$ cat config.mk
export PLATFORM = sky130hd
export DESIGN_NAME = fbp_slave_flat
export DESIGN_NICKNAME = d
export VERILOG_FILES = /design/src/common/fbp_pkg.sv /design/src/common/fbp_link_if.sv /design/src/hw/fbp_slave.sv /design/src/flat_wrapper.sv
export VERILOG_INCLUDE_DIRS = /design/src /design/src/common
export SDC_FILE = /design/constraint.sdc
export NUM_CORES = 1
export LEC_CHECK = 0
export BUFFER_PORTS_ARGS = -buffer_cell sky130_fd_sc_hd__buf_4
export CORE_ASPECT_RATIO = 0.6
export CORE_MARGIN = 2
export CORE_UTILIZATION = 50
export CTS_CLUSTER_DIAMETER = 150
export CTS_CLUSTER_SIZE = 16
export DETAILED_ROUTE_END_ITERATION = 8
export GPL_TIMING_DRIVEN = 0
export PLACE_DENSITY_LB_ADDON = 0.2
export SLEW_MARGIN = 20
export SYNTH_ARGS = -nofsm -noshare
export SYNTH_HDL_FRONTEND = slang
export SYNTH_SLANG_ARGS = --single-unit
$ cat constraint.sdc
create_clock -name sys_clk_i -period 4.7 [get_ports sys_clk_i]
set_input_delay 0.47 -clock sys_clk_i [delete_from_list [all_inputs] [get_ports sys_clk_i]]
set_output_delay 0.47 -clock sys_clk_i [all_outputs]
set_load 0.01 [all_outputs]
$ cat src/common/fbp_defines.svh
`ifndef FBP_DEFINES_SVH
`define FBP_DEFINES_SVH

// Station status octet fields
`define FBP_WD_ON_BIT      3
`define FBP_FREEZE_BIT     4
`define FBP_SYNC_BIT       5
`define FBP_UNLOCK_BIT     6
`define FBP_LOCK_BIT       7

// Parameter telegram octet positions, counted from zero
`define FBP_POS_STATUS     8'h00
`define FBP_POS_WDF1       8'h01
`define FBP_POS_WDF2       8'h02
`define FBP_POS_TSDR       8'h03
`define FBP_POS_ID_HI      8'h04
`define FBP_POS_ID_LO      8'h05
`define FBP_POS_GROUP      8'h06
`define FBP_POS_USER       8'h07
`define FBP_POS_LAST       8'hC5
`define FBP_USER_BYTES     4

// Identifier bytes
`define FBP_ID_NODE        8'h40
`define FBP_ID_NODE2       8'h00
`define FBP_ID_IN1         8'h10
`define FBP_ID_OUT1        8'h20
`define FBP_ID_INOUT1      8'h30
`define FBP_ID_UPPER4      8'h00
`define FBP_CFG_DEPTH      32

// Own identification number, value arbitrary
`define FBP_OWN_IDENT      16'h1A2B

// Timing
`define FBP_CLK_KHZ        25000
`define FBP_WD_UNIT_MS     10
`define FBP_WD_TICK_CYC    (`FBP_WD_UNIT_MS * `FBP_CLK_KHZ)
`define FBP_BIT_CYC        1

// Register offsets of the master controller
`define FBP_REG_CTRL       12'h000
`define FBP_REG_STATUS     12'h004
`define FBP_REG_PRM        12'h008
`define FBP_REG_IDENT      12'h00C
`define FBP_REG_CFG        12'h010
`define FBP_REG_CFG_LEN    12'h014
`define FBP_REG_OUT        12'h018
`define FBP_REG_USER       12'h01C
`define FBP_CTRL_START     0
`define FBP_CTRL_RUN       1
`define FBP_PRM_RESET      32'h0000_0108

`endif

$ cat src/common/fbp_pkg.sv
package fbp_pkg;
    typedef enum logic [1:0] {
        FBP_TG_DIAG,
        FBP_TG_PRM,
        FBP_TG_CFG,
        FBP_TG_DATA
    } fbp_kind_t;

    typedef enum logic [1:0] {
        FBP_LOCK_FREE,
        FBP_LOCK_RELEASED,
        FBP_LOCK_BLOCKED
    } fbp_lock_t;

    typedef enum {
        FBP_M_IDLE,
        FBP_M_SEND,
        FBP_M_WAIT
    } fbp_mstate_t;
endpackage

$ cat src/common/fbp_link_if.sv
`timescale 1ns/1ps
interface fbp_link_if;
    logic                  m_valid;
    logic                  m_last;
    fbp_pkg::fbp_kind_t    m_kind;
    logic [7:0]            m_data;
    logic                  s_resp;
    logic                  s_ok;
    logic [7:0]            s_data;

    modport master (output m_valid, output m_last, output m_kind, output m_data,
                    input s_resp, input s_ok, input s_data);
    modport slave  (input m_valid, input m_last, input m_kind, input m_data,
                    output s_resp, output s_ok, output s_data);
endinterface

$ cat src/hw/fbp_slave.sv
// Design decisions made here: the APB register port and the placing of the registers.
`timescale 1ns/1ps
`include "fbp_defines.svh"
// Summary of operation
// - Master: diag, parameters, config, data, diag
// - Split parameters, forward each to module
// - Master resends parameters after every interruption; this master stops in idle with its error bit set until started again
// - Status bit 3 enables response watchdog
// - Status bit 4 requests freeze mode
// - Status bit 5 requests sync mode
// - Bits 7,6 decode lock and release
// - Watchdog time is 10 ms times factors
// - Wait minimum station delay before replying
// - Accept parameters only on matching ident
// - Group ident octet ignored
// - Octets 8 to 198 forwarded as user parameters
// - Master sends configuration after parameters
// - Node status entry is 40h, 00h
// - 10h input, 20h output, 30h both
// - 00h uses upper half of output byte
// - Pneumatic identifier matches fitted valves
module fbp_slave #(
    parameter int unsigned WD_TICK_CYC = `FBP_WD_TICK_CYC
) (
    input  wire logic        sys_clk_i,
    input  wire logic        reset_i,
    fbp_link_if.slave        link,
    input  wire logic        exp_wr_i,
    input  wire logic [4:0]  exp_idx_i,
    input  wire logic [7:0]  exp_data_i,
    input  wire logic [5:0]  exp_len_i,
    input  wire logic [7:0]  in_byte_i,
    output logic             wd_en_o,
    output logic             freeze_o,
    output logic             sync_o,
    output fbp_pkg::fbp_lock_t lock_o,
    output logic [7:0]       min_tsdr_o,
    output logic             prm_wr_o,
    output logic [7:0]       prm_idx_o,
    output logic [7:0]       prm_data_o,
    output logic             data_ex_o,
    output logic             out_valid_o,
    output logic [7:0]       out_byte_o,
    output logic [5:0]       in_len_o,
    output logic [5:0]       out_len_o,
    output logic             wd_expired_o
);
    logic [7:0]  exp_mem [`FBP_CFG_DEPTH];
    logic [7:0]  pos_r, st_r, f1_r, f2_r, tsdr_r, wf1_r, wf2_r, rdat_r;
    logic [15:0] id_r, dly_r, wd_cnt_r;
    logic        bad_r, prm_done_r, cfg_done_r, half_r, pend_r, ok_r;
    logic [5:0]  in_cnt_r, out_cnt_r;
    logic [31:0] tick_r;
    logic        wd_exp, tg_end, prm_acc, cfg_acc;
    function automatic logic [1:0] lock_dec(input logic [7:0] st);
        lock_dec = {st[`FBP_LOCK_BIT], st[`FBP_UNLOCK_BIT]};
    endfunction

    ////////////////////////////////////////////////////////////////////////
    // Expected module identifiers, one per fitted module
    always_ff @(posedge sys_clk_i) begin
        if (exp_wr_i) begin
            exp_mem[exp_idx_i] <= exp_data_i;
        end
    end

    ////////////////////////////////////////////////////////////////////////
    // Telegram byte position
    assign tg_end = link.m_valid && link.m_last;
    always_ff @(posedge sys_clk_i) begin
        if (reset_i || tg_end) begin
            pos_r <= 8'h00;
        end else if (link.m_valid && pos_r != 8'hFF) begin
            pos_r <= pos_r + 8'h01;
        end
    end

    ////////////////////////////////////////////////////////////////////////
    // Parameter telegram capture
    always_ff @(posedge sys_clk_i) begin
        if (reset_i) begin
            st_r  <= 8'h00;
            wf1_r <= 8'h00;
            wf2_r <= 8'h00;
            tsdr_r <= 8'h00;
            id_r  <= 16'h0000;
        end else if (link.m_valid && link.m_kind == fbp_pkg::FBP_TG_PRM) begin
            case (pos_r)
                `FBP_POS_STATUS: st_r <= link.m_data;
                `FBP_POS_WDF1:   wf1_r <= link.m_data;
                `FBP_POS_WDF2:   wf2_r <= link.m_data;
                `FBP_POS_TSDR:   tsdr_r <= link.m_data;
                `FBP_POS_ID_HI:  id_r[15:8] <= link.m_data;
                `FBP_POS_ID_LO:  id_r[7:0] <= link.m_data;
                default:         id_r <= id_r;
            endcase
        end
    end

    // Ident arrives before user data, so forwarding is gated by it
    always_ff @(posedge sys_clk_i) begin
        if (reset_i) begin
            prm_wr_o   <= 1'b0;
            prm_idx_o  <= 8'h00;
            prm_data_o <= 8'h00;
        end else begin
            prm_wr_o   <= link.m_valid && link.m_kind == fbp_pkg::FBP_TG_PRM
                          && pos_r >= `FBP_POS_USER && pos_r <= `FBP_POS_LAST
                          && id_r == `FBP_OWN_IDENT;
            prm_idx_o  <= pos_r - `FBP_POS_USER;
            prm_data_o <= link.m_data;
        end
    end
    assign prm_acc = tg_end && link.m_kind == fbp_pkg::FBP_TG_PRM && pos_r >= `FBP_POS_GROUP
                     && id_r == `FBP_OWN_IDENT && wf1_r != 8'h00 && wf2_r != 8'h00;
    always_ff @(posedge sys_clk_i) begin
        if (reset_i) begin
            wd_en_o    <= 1'b0;
            freeze_o   <= 1'b0;
            sync_o     <= 1'b0;
            lock_o     <= fbp_pkg::FBP_LOCK_FREE;
            min_tsdr_o <= 8'h00;
            f1_r       <= 8'h01;
            f2_r       <= 8'h01;
        end else if (prm_acc) begin
            wd_en_o  <= st_r[`FBP_WD_ON_BIT];
            freeze_o <= st_r[`FBP_FREEZE_BIT];
            sync_o   <= st_r[`FBP_SYNC_BIT];
            f1_r     <= wf1_r;
            f2_r     <= wf2_r;
            case (lock_dec(st_r))
                2'h0: begin
                    lock_o     <= fbp_pkg::FBP_LOCK_FREE;
                    min_tsdr_o <= tsdr_r;
                end
                2'h2: lock_o <= fbp_pkg::FBP_LOCK_BLOCKED;
                default: lock_o <= fbp_pkg::FBP_LOCK_RELEASED;
            endcase
        end
    end
    ////////////////////////////////////////////////////////////////////////
    // Configuration check and address space count
    always_ff @(posedge sys_clk_i) begin
        if (reset_i || tg_end) begin
            bad_r     <= 1'b0;
            in_cnt_r  <= 6'h00;
            out_cnt_r <= 6'h00;
            half_r    <= 1'b0;
        end else if (link.m_valid && link.m_kind == fbp_pkg::FBP_TG_CFG) begin
            if (pos_r >= 8'(`FBP_CFG_DEPTH) || link.m_data != exp_mem[pos_r[4:0]]
                || (pos_r == 8'h00 && link.m_data != `FBP_ID_NODE)
                || (pos_r == 8'h01 && link.m_data != `FBP_ID_NODE2)) begin
                bad_r <= 1'b1;
            end
            if (pos_r >= 8'h02) begin
                case (link.m_data)
                    `FBP_ID_IN1:    in_cnt_r <= in_cnt_r + 6'h01;
                    `FBP_ID_OUT1: begin
                        out_cnt_r <= out_cnt_r + 6'h01;
                        half_r    <= 1'b1;
                    end
                    `FBP_ID_INOUT1: begin
                        in_cnt_r  <= in_cnt_r + 6'h01;
                        out_cnt_r <= out_cnt_r + 6'h01;
                    end
                    `FBP_ID_UPPER4: begin
                        if (!half_r) begin
                            bad_r <= 1'b1;
                        end
                        half_r <= 1'b0;
                    end
                    default: out_cnt_r <= out_cnt_r + 6'h01;
                endcase
            end
        end
    end
    assign cfg_acc = tg_end && link.m_kind == fbp_pkg::FBP_TG_CFG && prm_done_r && !bad_r
                     && pos_r + 8'h01 == {2'b00, exp_len_i} && pos_r < 8'(`FBP_CFG_DEPTH)
                     && link.m_data == exp_mem[pos_r[4:0]] && pos_r >= 8'h01
                     && (pos_r != 8'h01 || link.m_data == `FBP_ID_NODE2)
                     && (pos_r < 8'h02 || link.m_data != `FBP_ID_UPPER4 || half_r);
    always_ff @(posedge sys_clk_i) begin
        if (reset_i) begin
            in_len_o  <= 6'h00;
            out_len_o <= 6'h00;
        end else if (cfg_acc) begin
            in_len_o  <= in_cnt_r + ((link.m_data == `FBP_ID_IN1 || link.m_data == `FBP_ID_INOUT1) ? 6'h01 : 6'h00);
            out_len_o <= out_cnt_r + ((link.m_data == `FBP_ID_UPPER4 || link.m_data == `FBP_ID_IN1) ? 6'h00 : 6'h01);
        end
    end

    ////////////////////////////////////////////////////////////////////////
    // Startup state and data exchange
    always_ff @(posedge sys_clk_i) begin
        if (reset_i || wd_exp) begin
            prm_done_r <= 1'b0;
            cfg_done_r <= 1'b0;
        end else if (prm_acc) begin
            prm_done_r <= 1'b1;
            cfg_done_r <= 1'b0;
        end else if (tg_end && link.m_kind == fbp_pkg::FBP_TG_CFG) begin
            cfg_done_r <= cfg_acc;
        end
    end
    assign data_ex_o = prm_done_r && cfg_done_r;
    always_ff @(posedge sys_clk_i) begin
        if (reset_i) begin
            out_valid_o <= 1'b0;
            out_byte_o  <= 8'h00;
        end else begin
            out_valid_o <= link.m_valid && link.m_kind == fbp_pkg::FBP_TG_DATA && data_ex_o;
            if (link.m_valid && link.m_kind == fbp_pkg::FBP_TG_DATA && data_ex_o) begin
                out_byte_o <= link.m_data;
            end
        end
    end

    ////////////////////////////////////////////////////////////////////////
    // Response watchdog
    always_ff @(posedge sys_clk_i) begin
        if (reset_i || tg_end || !(data_ex_o && wd_en_o)) begin
            tick_r   <= 32'h0;
            wd_cnt_r <= 16'h0;
        end else if (tick_r == 32'(WD_TICK_CYC - 1)) begin
            tick_r   <= 32'h0;
            wd_cnt_r <= wd_cnt_r + 16'h1;
        end else begin
            tick_r <= tick_r + 32'h1;
        end
    end
    assign wd_exp = data_ex_o && wd_en_o && !tg_end && wd_cnt_r == f1_r * f2_r;
    always_ff @(posedge sys_clk_i) begin
        if (reset_i) begin
            wd_expired_o <= 1'b0;
        end else begin
            wd_expired_o <= wd_exp;
        end
    end

    ////////////////////////////////////////////////////////////////////////
    // Reply after minimum station delay
    always_ff @(posedge sys_clk_i) begin
        if (reset_i) begin
            pend_r <= 1'b0;
            ok_r   <= 1'b0;
            rdat_r <= 8'h00;
            dly_r  <= 16'h0;
        end else if (tg_end) begin
            pend_r <= 1'b1;
            dly_r  <= 16'(min_tsdr_o * `FBP_BIT_CYC);
            case (link.m_kind)
                fbp_pkg::FBP_TG_PRM: ok_r <= prm_acc;
                fbp_pkg::FBP_TG_CFG: ok_r <= cfg_acc;
                fbp_pkg::FBP_TG_DATA: ok_r <= data_ex_o;
                default: ok_r <= 1'b1;
            endcase
            rdat_r <= (link.m_kind == fbp_pkg::FBP_TG_DIAG)
                      ? {6'h00, cfg_done_r, prm_done_r} : in_byte_i;
        end else if (pend_r && dly_r != 16'h0) begin
            dly_r <= dly_r - 16'h1;
        end else begin
            pend_r <= 1'b0;
        end
    end

    assign link.s_resp = pend_r && dly_r == 16'h0;
    assign link.s_ok   = ok_r;
    assign link.s_data = rdat_r;
endmodule

$ cat src/flat_wrapper.sv
// flat-port wrapper written by rule: the top's interface ports become plain ports
module fbp_slave_flat 
#(
    parameter int unsigned WD_TICK_CYC = `FBP_WD_TICK_CYC
)
  (sys_clk_i, reset_i, exp_wr_i, exp_idx_i, exp_data_i, exp_len_i, in_byte_i, wd_en_o, freeze_o, sync_o, lock_o, min_tsdr_o, prm_wr_o, prm_idx_o, prm_data_o, data_ex_o, out_valid_o, out_byte_o, in_len_o, out_len_o, wd_expired_o, link_m_valid, link_m_last, link_m_kind, link_m_data, link_s_resp, link_s_ok, link_s_data);
  fbp_link_if link_i ();
  input  wire logic sys_clk_i;
  input  wire logic reset_i;
  input  wire logic exp_wr_i;
  input  wire logic [4:0] exp_idx_i;
  input  wire logic [7:0] exp_data_i;
  input  wire logic [5:0] exp_len_i;
  input  wire logic [7:0] in_byte_i;
  output logic wd_en_o;
  output logic freeze_o;
  output logic sync_o;
  output fbp_pkg::fbp_lock_t lock_o;
  output logic [7:0] min_tsdr_o;
  output logic prm_wr_o;
  output logic [7:0] prm_idx_o;
  output logic [7:0] prm_data_o;
  output logic data_ex_o;
  output logic out_valid_o;
  output logic [7:0] out_byte_o;
  output logic [5:0] in_len_o;
  output logic [5:0] out_len_o;
  output logic wd_expired_o;
  input wire logic [$bits(link_i.m_valid)-1:0] link_m_valid;
  input wire logic [$bits(link_i.m_last)-1:0] link_m_last;
  input wire logic [$bits(link_i.m_kind)-1:0] link_m_kind;
  input wire logic [$bits(link_i.m_data)-1:0] link_m_data;
  output wire logic [$bits(link_i.s_resp)-1:0] link_s_resp;
  output wire logic [$bits(link_i.s_ok)-1:0] link_s_ok;
  output wire logic [$bits(link_i.s_data)-1:0] link_s_data;
  assign link_i.m_valid = link_m_valid;
  assign link_i.m_last = link_m_last;
  assign link_i.m_kind = link_m_kind;
  assign link_i.m_data = link_m_data;
  assign link_s_resp = link_i.s_resp;
  assign link_s_ok = link_i.s_ok;
  assign link_s_data = link_i.s_data;
  fbp_slave #(.WD_TICK_CYC(WD_TICK_CYC)) u_core (.sys_clk_i(sys_clk_i), .reset_i(reset_i), .link(link_i), .exp_wr_i(exp_wr_i), .exp_idx_i(exp_idx_i), .exp_data_i(exp_data_i), .exp_len_i(exp_len_i), .in_byte_i(in_byte_i), .wd_en_o(wd_en_o), .freeze_o(freeze_o), .sync_o(sync_o), .lock_o(lock_o), .min_tsdr_o(min_tsdr_o), .prm_wr_o(prm_wr_o), .prm_idx_o(prm_idx_o), .prm_data_o(prm_data_o), .data_ex_o(data_ex_o), .out_valid_o(out_valid_o), .out_byte_o(out_byte_o), .in_len_o(in_len_o), .out_len_o(out_len_o), .wd_expired_o(wd_expired_o));
endmodule
Word-level counts from Yosys, hierarchy flattened. Memories as Yosys holds them, arrays and structs flattened. A register that Yosys moved wholly into a read port is not among the register bits. Index checks and enable logic that the tools add are counted.

Memories kept: 1. Bits in registers: 214. Bits of input ports: 42. Output and inout port bits: 63. Memory bits (writable): 256. Logic and storage cells: 166.

Memory list: u_core.exp_mem (words 32, width 8, read ports 1, clocked after Yosys merged registers in 1, wr ports 1, RTL line fbp_slave.sv:48) `` logic [7:0] exp_mem [`FBP_CFG_DEPTH]; ``.

Equality and inequality tests: 22. Reductions and logical operators: 71. Order comparisons: 8. Multiply operators: 1. Muxes and demuxes: 18. $add $sub $neg: 9. Bitwise operators: 1.

Operators by type and width (count): $add A32 B1 Y32 const B (1); $eq A32 B18 Y1 const B (1); $logic_and A1 B1 Y1 (31); $mux W8 (3); $reduce_bool A8 Y1 (3); $add A16 B1 Y16 const B (1); $eq A16 B13 Y1 const B (1); $eq A16 B16 Y1 (1); $eq A8 B2 Y1 const B (2); $eq A8 B3 Y1 const B (2); $eq A8 B6 Y1 const B (2); $ge A8 B3 Y1 const B (2); $logic_not A16 Y1 (1); $logic_not A8 Y1 (2); $mul A8 B8 Y16 (1); $reduce_bool A16 Y1 (1); $sub A16 B1 Y16 const B (1); $reduce_and A2 Y1 (7); $add A6 B1 Y6 const B (2); $add A6 B6 Y6 (2); $logic_or A1 B1 Y1 (11); $mux W1 (10); $mux W5 (2); $reduce_or A2 Y1 (5); 27 further kinds (35).

Longest topological paths before layout.
Depth in word-level cells: 11. Depth in mapped cells: 18. Depth with buffers taken out: 17.

Worst setup path after synthesis. OpenSTA, ideal clock, no wires.

Kind: register -> register. Start point: register u_core.f2_r[7]. End point: register u_core.prm_done_r. Setup slack: 0.065 ns. Cell stages (with the launch flop): 16. Setup time: 0.135 ns. Arrival time: 4.500 ns. Path buffers: 1. Path through: dfxtp_1 clkbuf_1 nand2_1 fa_1 fa_1 fa_1 fa_1 inv_1 ha_1 or4_1 o22ai_1 o21ai_0 xnor2_1 nor4_1 a21o_1 a21oi_1.

Longest elaborated chain between the ends: 4.

Ends and longest elaborated chain: from (decl) (RTL line fbp_slave.sv:49) `logic [7:0] pos_r, st_r, f1_r, f2_r, tsdr_r, wf1_r, wf2_r, rdat_r;`; from (signal assigned) (RTL line fbp_slave.sv:130) `f2_r <= wf2_r;`; $mul A8 B8 Y16 (RTL line fbp_slave.sv:231) `assign wd_exp = data_ex_o && wd_en_o && !tg_end && wd_cnt_r == f1_r * f2_r;`; $eq A16 B16 Y1 (RTL line fbp_slave.sv:231); $logic_and A1 B1 Y1 (RTL line fbp_slave.sv:231); $logic_or A1 B1 Y1 (RTL line fbp_slave.sv:195) `if (reset_i || wd_exp) begin`; to (signal assigned) (RTL line fbp_slave.sv:196) `prm_done_r <= 1'b0;`; to (signal assigned) (RTL line fbp_slave.sv:199) `prm_done_r <= 1'b1;`; to (decl) (RTL line fbp_slave.sv:51) `logic bad_r, prm_done_r, cfg_done_r, half_r, pend_r, ok_r;`.

No other way between the ends. A chain may end at the register's enable or synchronous reset.

Worst setup path after layout.
Start point: register u_core.f2_r[4]. End point: register u_core.cfg_done_r.

Longest elaborated chain between the ends: 5.

Ends and longest elaborated chain: $mul A8 B8 Y16 (RTL line fbp_slave.sv:231); $eq A16 B16 Y1 (RTL line fbp_slave.sv:231); $logic_and A1 B1 Y1 (RTL line fbp_slave.sv:231); $logic_or A1 B1 Y1 (RTL line fbp_slave.sv:195); $reduce_or A2 Y1 (no source line); to (signal assigned) (RTL line fbp_slave.sv:202) `cfg_done_r <= cfg_acc;`; to (decl) (RTL line fbp_slave.sv:51).

No other way between the ends.

==> flow_summary.toml <==
[cells_and_area]
finalInstanceArea_um2 = 24630
fillCellCount = 3607
mostFrequentLayoutCells = "256 x edfxtp_1, 202 x dfxtp_1, 198 x nor2_1, 173 x nand2_1, 137 x buf_4"
nets = 2175
drive_gt1_frac = 0.1515
n_antenna_cell = 0
area_delta_synth_final_pct = 13.15
mostFrequentLayoutCell = "edfxtp_1"
final_cells = 2638

[route]
drc = 0
drtIter0Drc = 1828
first_pass_iters = 5
drt_wl_total_mm = 60.19
vias = 15540
vias_per_cell = 5.892
avgRoutedWirePerCell_um = 22.82
ant_nets = 0

[clock_network]
worst_skew_pair.late_latency_ns = 0.56
htreeDepth = 2
path_clk_slew_ns = 0.07
numCtsBuffers = 35
cts_root_buf = "clkbuf_16"
postCtsHoldBufs = 0
cts.sinks = 472
clk_path_buf_depth = 3
cts_tree = "done"

[placed_design]
dp_hpwl_mm = 43.55
dp_slack_ns = -0.9104
placed_cell_area_um2 = 23240
placedCellCount = 2574
port_buffers = 100
gp_congestion = 0.9422

[setup_path]
crit_fanout = 6
crit_chain = "nand2_1 -> fa_1 -> fa_1 -> fa_1 -> fa_1 -> inv_1 -> ha_4 -> or4_4 -> o22ai_4 -> xnor2_2 -> nand4b_1 -> nor4_4 -> a21o_1 -> a211oi_1"
required_ns = 5.14
end_kind = "register"
crit_type = "reg -> reg"
crit_path_frequent_cell = "fa_1"
cp-start-kind = "register"
crit_buf_inv = 1
critPathSlowestCell = "fa_1"
r2r_start = "u_core.f2_r[4]$_SDFFE_PP0P_"
crit_start = "u_core.f2_r[4]$_SDFFE_PP0P_"
slowest_delay_ns = 0.56
cp.arrival_ns = 5.10
critical-path-top-delay-family = "adder cells"
rrSetupSlack_ns = 0.04

[die]
die_x_um = 273.4
initial_core_util = 0.5050
die_height_um = 165.6
die_area_um2 = 45280
core_um2 = 43110
ioPinCount = 105
placementRows = 59

[sta]
whs_ns = 0.1217
finalMaxSlewViolations = 0
setup_viol = 0
tightest_slew_ns = 1.157
fin_ws_ns = 0.03795
rsz0062_at_grt = "yes"
min_period_ns = 4.662
skew_ns = 0.01709
setup_tns_ns = 0
slew_headroom = 0.2260
clock.fmax_mhz = 214.5
finalCritPeriodShare = 0.9919
hold_viol = 0

[global_routing]
grt.total_usage = 0.2657
grt_pass1_vias = 14990
overflow = 0
grt_pass1_wl_mm = 91.06
grt_max_degree = 33
antenna_found_initial = 2

[hold_path]
hp-class = "in -> reg"
min_from = "in_byte_i[6]"

[yosys]
seq_area_frac_synth = 0.5518
ys_async_sr_fraction = 0
ys.flop_type = "edfxtp_1"
yosys_register_bits = 472
synth_cell_types = 78
syn_inst = 1895
syn_area_um2 = 21770
synth-warning-count = 0
synth.avg_cell_area_um2 = 11.49
synth_nets = 2023
synth_edf_count = 256

[power_and_ir_drop]
irDropWorstVdd_mv = 0.2249
p_per_area_nw_per_um2 = 314.5
leakage_nw = 8.794

[flow_run]
drv_cap = 0

[outcome]
status = "finished, final reports clean"
[state kept, by name, indices dropped and copies added (netlist names), 16 cells and up, named ones only]
| signal | count |
|---|---|
| u_core.wd_cnt_r | 16 |
| u_core.tick_r | 32 |
| u_core.id_r | 16 |
| u_core.dly_r | 16 |
| u_core.exp_mem | 256 |
[cell families after synthesis]
group | Yosys count | synth area share
flops | 472 | 0.5518
compound gates | 228 | 0.06736
simple gates | 677 | 0.1509
xor+xnor | 109 | 0.04385
mux | 146 | 0.08771
fa+ha+maj | 88 | 0.06276
buf+inv | 175 | 0.03569
[per-stage QoR]
stage	utilization	power (mW)
2_1_floorplan	-	4.774
3_3_place_gp	0.5392	4.979
3_5_place_dp	0.5392	4.991
4_1_cts	0.5673	7.774
5_1_grt	0.5714	7.978
6_report	0.5714	7.748
[per-layer routing]
layer	global-route usage	vias to the layer above	part of all wire
met4	0.05417	0	0.020
met5	0	-	0
met1	0.4123	7697	0.46
met3	0.08786	88	0.12
met2	0.3591	718	0.39
li1	-	7039	-
[cell usage after synthesis, types with 8 or more instances]
cell | number | share of area
a211oi_1 | 14 | 0.0048
a21oi_1 | 94 | 0.022
a221oi_1 | 8 | 0.0032
a22o_1 | 10 | 0.0040
a22oi_1 | 18 | 0.0062
and2_1 | 42 | 0.012
and3_1 | 16 | 0.0046
and4_1 | 8 | 0.0032
buf_2 | 13 | 0.0030
buf_4 | 13 | 0.0045
clkbuf_1 | 68 | 0.012
dfxtp_1 | 216 | 0.20
edfxtp_1 | 256 | 0.35
fa_1 | 36 | 0.033
ha_1 | 50 | 0.029
inv_1 | 73 | 0.013
mux2_2 | 12 | 0.0062
mux2i_1 | 97 | 0.045
mux4_2 | 33 | 0.034
nand2_1 | 176 | 0.030
nand2b_1 | 16 | 0.0046
nand3_1 | 65 | 0.015
nand3b_1 | 8 | 0.0028
nand4_1 | 22 | 0.0063
nor2_1 | 200 | 0.034
nor2b_1 | 32 | 0.0092
nor3_1 | 24 | 0.0055
nor4_1 | 19 | 0.0055
o21ai_0 | 26 | 0.0060
or3_1 | 17 | 0.0049
xnor2_1 | 51 | 0.021
xor2_1 | 58 | 0.023
[layout make-up]
type / instances / area (µm²) / area share
Tap cell: 579 / 724.4 / 0.02941
Clock buffer: 46 / 938.4 / 0.03810
Multi-Input combinational cell: 1248 / 9181 / 0.3727
Timing Repair Buffer: 125 / 950.9 / 0.03860
Clock inverter: 3 / 33.78 / 0.001371
Buffer: 92 / 465.4 / 0.01890
Inverter: 73 / 274.0 / 0.01112
Sequential cell: 472 / 12060 / 0.4898
[worst paths after layout]
kind	endpoint	cells past startpoint
max	u_core.cfg_done_r$_SDFFE_PP0P_	14
min	u_core.link.s_data[6]$_SDFFE_PP0P_	2
max reg2reg	u_core.cfg_done_r$_SDFFE_PP0P_	14
min reg2reg	u_core.id_r[10]$_SDFFE_PP0P_	2
[report_power, final]
| part | switching (mW) | internal [mW] |
|---|---|---|
| clock | 1.44 | 1.40 |
| sequential | 0.0264 | 4.38 |
| combinational | 0.322 | 0.170 |
| total | 1.79 | 5.96 |
[what timing repair did]
item	CTS	global route
gates resized for setup	40	33
pin swaps	10	30
setup buffers	21	4
endpoints found under the setup margin	3	3
Note: power is estimated with default switching activity, not from simulation.
